**src/inc/cpr_params.svh**
```systemverilog
// Register offsets, field positions and reset values of the channel power and offset bank
`ifndef CPR_PARAMS_SVH
`define CPR_PARAMS_SVH

// Register addresses of the bank
`define CPR_ADDR_PWR_INV_CTRL   8'h18
`define CPR_ADDR_CH5_GAIN_OFS   8'h19
`define CPR_ADDR_CH5_OFS_COPY   8'h1A

// Field positions inside the power and invert register
`define CPR_DIG_SLEEP_MSB       15
`define CPR_DIG_SLEEP_LSB       12
`define CPR_LINE_SLEEP_MSB      11
`define CPR_LINE_SLEEP_LSB      8
`define CPR_ANA_SLEEP_MSB       7
`define CPR_ANA_SLEEP_LSB       4
`define CPR_FLIP_MSB            3
`define CPR_FLIP_LSB            0

// Field positions inside the channel 5 registers
`define CPR_GAIN_MSB            15
`define CPR_GAIN_LSB            11
`define CPR_OFS_MSB             9
`define CPR_OFS_LSB             0

// Reset values
`define CPR_RST_PWR_INV_CTRL    16'h0000
`define CPR_RST_CH5_GAIN_OFS    16'h0000
`define CPR_RST_CH5_OFS_COPY    16'h0000
`define CPR_RST_SAMPLE          14'h0000

`endif

```
**src/inc/cpr_pkg.sv**
```systemverilog
// Types shared by the channel power and offset bank
package cpr_pkg;

	// Width of register words and samples
	typedef logic [15:0] cpr_word_t;
	typedef logic [13:0] cpr_sample_t;
	typedef logic [7:0]  cpr_addr_t;

	// Layout of the power and invert register, index 0 is channel or line 1
	typedef struct packed {
		logic [3:0] dig_sleep;   // Digital block sleep, ch4..ch1
		logic [3:0] line_sleep;  // Serial line sleep, 4..1
		logic [3:0] ana_sleep;   // Analog block sleep, ch4..ch1
		logic [3:0] flip;        // Output polarity flip, 4..1
	} cpr_pwr_inv_s;

	// Controls handed to one serial output line
	typedef struct packed {
		logic sleep;       // Line powered down
		logic flip;        // Invert normal sample data
		logic pattern_on;  // Test pattern drives the line
	} cpr_line_ctrl_s;

endpackage : cpr_pkg

```
**src/design/cpr_line_out.sv**
```systemverilog
// One serial output line: polarity flip, test pattern select and sleep
`timescale 1ns/1ps
`include "cpr_params.svh"

module cpr_line_out
	import cpr_pkg::*;
(
	input  wire logic           i_clk,      // System clock
	input  wire logic           i_reset_n,  // Synchronous reset, active low
	input  wire cpr_line_ctrl_s i_ctrl,     // Line controls
	input  wire cpr_sample_t    i_sample,   // Normal sample data
	input  wire cpr_sample_t    i_pattern,  // Test pattern data
	output logic                o_sleep,    // Line asleep
	output cpr_sample_t         o_data      // Data toward the serializer
);

	cpr_sample_t data_reg;   // Registered line data
	cpr_sample_t data_next;  // Next line data
	logic        sleep_reg;  // Registered sleep state
	logic        sleep_next; // Next sleep state

	// Choose what the line carries
	always_comb begin
		sleep_next = i_ctrl.sleep;
		if (i_ctrl.sleep) begin
			// A sleeping line holds zero so no stale data toggles the pins
			data_next = `CPR_RST_SAMPLE;
		end else if (i_ctrl.pattern_on) begin
			data_next = i_pattern;
		end else if (i_ctrl.flip) begin
			data_next = ~i_sample;
		end else begin
			data_next = i_sample;
		end
	end

	// Register the line state
	always_ff @(posedge i_clk) begin
		if (!i_reset_n) begin
			data_reg  <= `CPR_RST_SAMPLE;
			sleep_reg <= 1'b0;
		end else begin
			data_reg  <= data_next;
			sleep_reg <= sleep_next;
		end
	end

	assign o_data  = data_reg;
	assign o_sleep = sleep_reg;
endmodule : cpr_line_out

```
**src/design/cpr_regs.sv**
```systemverilog
// Power, polarity and channel 5 gain and offset register bank with its data paths
//
// The address-and-strobe port was chosen for this implementation.
`timescale 1ns/1ps
`include "cpr_params.svh"

module cpr_regs
	import cpr_pkg::*;
(
	input  wire logic         i_clk,                    // System clock, 10 MHz
	input  wire logic         i_reset_n,                // Synchronous reset, active low
	input  wire cpr_addr_t    i_addr,                   // Register address
	input  wire cpr_word_t    i_wdata,                  // Write data
	input  wire logic         i_wr,                     // Write strobe, one cycle
	input  wire logic         i_rd,                     // Read strobe, one cycle
	input  wire logic         i_gain_apply_enable,      // Digital gain enable
	input  wire logic         i_offset_apply_enable,    // Digital offset enable
	input  wire logic [3:0]   i_pattern_on,             // Test pattern active per line
	input  wire cpr_sample_t  i_pattern [4],            // Test pattern data per line
	input  wire cpr_sample_t  i_sample [4],             // Normal sample data per line
	input  wire cpr_sample_t  i_ch5_sample,             // Channel 5 sample, two's complement
	output cpr_word_t         o_rdata,                  // Read data, cycle after read strobe
	output logic [3:0]        o_digital_block_sleep,    // Digital block sleep, ch4..ch1
	output logic [3:0]        o_analog_block_sleep,     // Analog block sleep, ch4..ch1
	output logic [3:0]        o_serial_line_sleep,      // Serial line sleep, 4..1
	output cpr_sample_t       o_line_data [4],          // Data per serial line
	output logic [4:0]        o_fifth_channel_gain_code,// Gain code in force, 0 when off
	output cpr_sample_t       o_ch5_data,               // Channel 5 sample with offset
	output logic              o_offset_copy_mismatch    // Offset copies disagree
);

	// Register storage
	cpr_pwr_inv_s pwr_reg;       // Power and invert controls
	cpr_pwr_inv_s pwr_next;
	cpr_word_t    gofs_reg;      // Channel 5 gain and offset
	cpr_word_t    gofs_next;
	cpr_word_t    ocopy_reg;     // Channel 5 offset copy
	cpr_word_t    ocopy_next;
	cpr_word_t    rdata_reg;     // Read data
	cpr_word_t    rdata_next;

	// Register write and read decode
	always_comb begin
		pwr_next   = pwr_reg;
		gofs_next  = gofs_reg;
		ocopy_next = ocopy_reg;
		rdata_next = 16'h0000;
		if (i_wr) begin
			unique case (i_addr)
				`CPR_ADDR_PWR_INV_CTRL: pwr_next   = cpr_pwr_inv_s'(i_wdata);
				`CPR_ADDR_CH5_GAIN_OFS: gofs_next  = i_wdata;
				`CPR_ADDR_CH5_OFS_COPY: ocopy_next = i_wdata;
				// Unmapped writes are dropped
				default:                pwr_next   = pwr_reg;
			endcase
		end
		if (i_rd) begin
			unique case (i_addr)
				`CPR_ADDR_PWR_INV_CTRL: rdata_next = cpr_word_t'(pwr_reg);
				`CPR_ADDR_CH5_GAIN_OFS: rdata_next = gofs_reg;
				`CPR_ADDR_CH5_OFS_COPY: rdata_next = ocopy_reg;
				// Unmapped reads return zero
				default:                rdata_next = 16'h0000;
			endcase
		end
	end

	// Register the bank
	always_ff @(posedge i_clk) begin
		if (!i_reset_n) begin
			pwr_reg   <= cpr_pwr_inv_s'(`CPR_RST_PWR_INV_CTRL);
			gofs_reg  <= `CPR_RST_CH5_GAIN_OFS;
			ocopy_reg <= `CPR_RST_CH5_OFS_COPY;
			rdata_reg <= 16'h0000;
		end else begin
			pwr_reg   <= pwr_next;
			gofs_reg  <= gofs_next;
			ocopy_reg <= ocopy_next;
			rdata_reg <= rdata_next;
		end
	end

	assign o_rdata               = rdata_reg;
	assign o_digital_block_sleep = pwr_reg.dig_sleep;
	assign o_analog_block_sleep  = pwr_reg.ana_sleep;

	// One output path per serial line
	for (genvar g = 0; g < 4; g++) begin : g_line
		cpr_line_ctrl_s ctrl;  // Controls for this line
		assign ctrl = '{sleep: pwr_reg.line_sleep[g], flip: pwr_reg.flip[g],
			pattern_on: i_pattern_on[g]};
		cpr_line_out u_line (
			.i_clk     (i_clk),
			.i_reset_n (i_reset_n),
			.i_ctrl    (ctrl),
			.i_sample  (i_sample[g]),
			.i_pattern (i_pattern[g]),
			.o_sleep   (o_serial_line_sleep[g]),
			.o_data    (o_line_data[g])
		);
	end

	// Channel 5 path state
	logic [4:0]  gain_reg;      // Gain code in force
	logic [4:0]  gain_next;
	cpr_sample_t ch5_reg;       // Offset-corrected sample
	cpr_sample_t ch5_next;
	logic        mism_reg;      // Copies disagree
	logic        mism_next;
	logic [9:0]  ofs;           // Stored offset
	logic [14:0] sum;           // Widened sum for saturation

	assign ofs = gofs_reg[`CPR_OFS_MSB:`CPR_OFS_LSB];

	// Gain code, offset add and copy check
	always_comb begin
		// gain code only when enabled; zero code is 0 dB
		gain_next = i_gain_apply_enable ? gofs_reg[`CPR_GAIN_MSB:`CPR_GAIN_LSB] : 5'h00;
		// offset LSB equals sample LSB, sign extended
		sum = {i_ch5_sample[13], i_ch5_sample} + {{5{ofs[9]}}, ofs};
		if (!i_offset_apply_enable) begin
			ch5_next = i_ch5_sample;
		end else if (sum[14] != sum[13]) begin
			// Clamp instead of wrapping so a large offset cannot flip the sign
			ch5_next = sum[14] ? 14'h2000 : 14'h1FFF;
		end else begin
			ch5_next = sum[13:0];
		end
		// host keeps both copies equal; flag when it does not
		mism_next = ocopy_reg[`CPR_OFS_MSB:`CPR_OFS_LSB] != ofs;
	end

	// Register the channel 5 path
	always_ff @(posedge i_clk) begin
		if (!i_reset_n) begin
			gain_reg <= 5'h00;
			ch5_reg  <= `CPR_RST_SAMPLE;
			mism_reg <= 1'b0;
		end else begin
			gain_reg <= gain_next;
			ch5_reg  <= ch5_next;
			mism_reg <= mism_next;
		end
	end

	assign o_fifth_channel_gain_code = gain_reg;
	assign o_ch5_data                = ch5_reg;
	assign o_offset_copy_mismatch    = mism_reg;
endmodule : cpr_regs

```
**config.mk**
```make
export PLATFORM = sky130hd
export DESIGN_NAME = cpr_regs
export DESIGN_NICKNAME = d
export VERILOG_FILES = /design/src/inc/cpr_pkg.sv /design/src/design/cpr_line_out.sv /design/src/design/cpr_regs.sv
export VERILOG_INCLUDE_DIRS = /design/src /design/src/inc
export SDC_FILE = /design/constraint.sdc
export NUM_CORES = 1
export LEC_CHECK = 0
export BUFFER_PORTS_ARGS = -buffer_cell sky130_fd_sc_hd__buf_4
export CORE_MARGIN = 1.5
export CORE_UTILIZATION = 50
export CTS_BUF_LIST = sky130_fd_sc_hd__clkbuf_8
export DETAILED_ROUTE_END_ITERATION = 7
export GPL_TIMING_DRIVEN = 0
export PLACE_DENSITY = 0.85
export RECOVER_POWER = 25
export SYNTH_ARGS = -nofsm -noshare
export SYNTH_HDL_FRONTEND = slang
export SYNTH_HIERARCHICAL = 1
export SYNTH_SLANG_ARGS = --single-unit
```
**constraint.sdc**
```tcl
create_clock -name i_clk -period 5.1 [get_ports i_clk]
set_clock_uncertainty 0.2 [all_clocks]
set_input_delay 0.255 -clock i_clk [delete_from_list [all_inputs] [get_ports i_clk]]
set_output_delay 0.255 -clock i_clk [all_outputs]
set_load 0.02 [all_outputs]
```
==> flow_metrics.tcl <==
set metrics [dict create \
    layout-drive-gt1-share_pct 23.78 \
    rsz0062_at_grt "no" \
    clock_sinks 144 \
    tns_ns 0 \
    tightest_slew_ns 0.8390 \
    ctsResizeCount 0 \
    yosys_warnings 6 \
    ys_types 62 \
    synth_edf_count 0 \
    required_ns 5.25 \
    antenna_found_initial 0 \
    dieHeight_um 122.7 \
    track_usage_pct 35.33 \
    min_period_ns 3.733 \
    dr.pass1.iters 4 \
    syn_inst 720 \
    ant_nets 0 \
    drt_iter0_markers 549 \
    htreeDepth 4 \
    drc 0 \
    async_reset_ff_share_pct 0 \
    grt_pass1_wl_um 40210 \
    nFillCells 919 \
    viasPerCell 5.434 \
    power_density_mw_per_mm2 239.0 \
    io_buffers 263 \
    synth_area_sq_mm 0.007162 \
    drt-total-wl_um 26880 \
    min_path_type "in2reg" \
    grt_max_degree 17 \
    ys_ff_latch 144 \
    routabilityCongestion 0.9021 \
    fp.coreArea_sq_mm 0.01393 \
    path_max_fanout 8 \
    largest_register_ffs 56 \
    synthesis.nets 895 \
    maxSlewViolCount 0 \
    numCtsBuffers 17 \
    clock-root-buffer "clkbuf_8" \
    run_status "finished, final reports clean" \
    fp.dieW_um 122.7 \
    clk_pin_slew_ns 0.09 \
    cts_tree "built" \
    hold_viol 0 \
    clock_path_buffers 2 \
    synth-seq-area-share_pct 40.25 \
    num_vias 7331 \
    clock_latency_ns 0.47 \
    critPathKind "in2reg" \
    final_util_pct 79.61 \
    leakage_nw 5.425 \
    dp_hpwl_um 15740 \
    finalSetupViolations 0 \
    syn_avg_cell_area_sq_um 9.947 \
    finalCritPeriodShare_pct 73.20 \
    cap_violations 0 \
    syn2layout_area_growth_pct 54.89 \
    end_kind "register" \
    slew_headroom_pct 44.07 \
    rows 43 \
    wl_per_cell_um 19.93 \
    antenna_cells 0 \
    peakVddDrop_uv 250.6 \
    fin_nets 1331 \
    grt_pass1_vias 7468 \
    ys.flop_type "dfxtp_1" \
    io-pin-count 264 \
    dieArea_sq_mm 0.01505 \
    start_util_pct 51.40 \
    grt.overflow.total 0 \
    worstSetupStartpointType "input pin" \
    timing.fmax_mhz 267.9 \
    arrival_ns 3.89 \
]
## cell usage in the layout, fill, tap and decap left out, types with 5 or more instances in the layout
| cell | count |
|---|---|
| buf_4 | 215 |
| nor2_1 | 47 |
| dfxtp_1 | 144 |
| a21o_1 | 5 |
| buf_6 | 9 |
| ha_1 | 14 |
| inv_6 | 7 |
| nand2_1 | 48 |
| a21oi_1 | 36 |
| clkbuf_8 | 18 |
| nand2b_1 | 26 |
| o211a_1 | 58 |
| o21ai_0 | 12 |
| xnor2_1 | 12 |
| clkbuf_1 | 75 |
| dlygate4sd3_1 | 154 |
| a21boi_0 | 16 |
| or2b_1 | 32 |
| nor2b_1 | 34 |
| and3_1 | 8 |
| mux2i_1 | 48 |
| xor2_1 | 64 |
## layer usage
metal / part of all wire (%) / global-route usage (%) / wire length, um
met2: 51 / 61.91 / 13840
met5: 0 / 0 / 0
met3: 6.8 / 8.690 / 1822
met1: 37 / 38.56 / 9889
met4: 4.9 / 20.71 / 1326
## Yosys cell counts, types with 2 or more instances
cell type    n  area (sq um)
maj3_2       2         22.52
mux2i_1     48         480.5
buf_4       11         82.58
clkbuf_1    16         60.06
nand3_1      3         15.01
buf_1        3         11.26
o21ai_0     12         60.06
dfxtp_1    144          2883
nor2b_1     34         212.7
o211a_1     58         580.6
inv_1        3         11.26
xor2_1      64         560.5
maj3_1       4         40.04
o21a_1       2         15.01
buf_2        2         10.01
nor3_1       4         20.02
o32a_1       4         40.04
o31ai_1      3         22.52
nor2_1      47         176.4
nand4_1      3         18.77
a211oi_1     3         22.52
a21boi_0    16         120.1
and2b_1      4         30.03
a21oi_1     36         180.2
ha_1        14         175.2
o21ai_1      4         20.02
buf_6        9         101.4
or2b_1      32         240.2
nand2_1     48         180.2
nand2b_1    26         162.7
and2_1       5         31.28
and3_1       8         50.05
xnor2_1     12         105.1
buf_12       4         80.08
a21o_1       5         37.54
## layout make-up
class	instances	area (sq um)	area share [%]
multi-input cells	528	3923	35.36
repair buffers	417	3298	29.73
flip-flops and latches	144	2883	25.99
plain buffers	45	341.6	3.079
clock buffers	18	247.7	2.233
well taps	180	225.2	2.030
clock inverters	14	163.9	1.478
inverters	3	11.26	0.1015
## path summary, 6_finish.rpt
kind,startpoint,end,slack (ns),cells past startpoint
max reg2reg,gofs_reg[0]$_SDFFE_PN0P_,o_ch5_data[11]$_SDFF_PN0_,1.45,10
min,i_rd,o_rdata[15]$_SDFF_PN0_,0.06,3
min reg2reg,ocopy_reg[13]$_SDFFE_PN0P_,ocopy_reg[13]$_SDFFE_PN0P_,0.27,2
max,i_ch5_sample[0],o_ch5_data[11]$_SDFF_PN0_,1.37,12
## through the flow
stage	cell area, sq um	instances	power [mW]	hold slack [ns]	setup slack, ns
2_1_floorplan	7162	720	1.389	0.1582	2.517
4_1_cts	11300	1348	2.638	0.0002255	1.478
3_5_place_dp	9361	1163	1.598	0.2587	2.102
6_report	11090	1349	2.651	0.06345	1.367
5_1_grt	11090	1349	2.741	0.05988	1.152
3_3_place_gp	9361	1163	1.592	0.2505	2.100
## cells by family (layout without fill, tap and decap cells)
family	Yosys count	in the layout	share of synthesized area [%]
flip-flops	144	144	40.25
buffers and inverters	48	497	4.979
AO/OA/AOI/OAI	159	159	17.87
AND/OR/NAND/NOR	223	223	17.07
multiplexers	48	48	6.709
XOR/XNOR	77	77	9.521
adder cells (fa/ha/maj)	21	21	3.599
## repair_timing
action	CTS	global route
hold buffers	153	1
setup buffers	0	0
hold endpoints to repair	127	1
## critical path: stages
cell           delay, ns
dlygate4sd3_1       0.54
buf_4               0.14
ha_1                0.22
fa_1                0.44
a211oi_2            0.31
o21ai_1             0.17
a31oi_1             0.25
nand3_1             0.12
o21ai_1             0.43
and2_1              0.32
a211oi_1            0.10
dlygate4sd3_1       0.60
## where the power goes
group | leakage [nW] | total [mW] | switching (mW) | internal [mW]
Combinational | 4.04 | 0.508 | 0.235 | 0.273
Sequential | 1.18 | 1.18 | 0.0139 | 1.16
Clock | 0.200 | 0.965 | 0.503 | 0.462
Power figures use the tool's default switching activity.
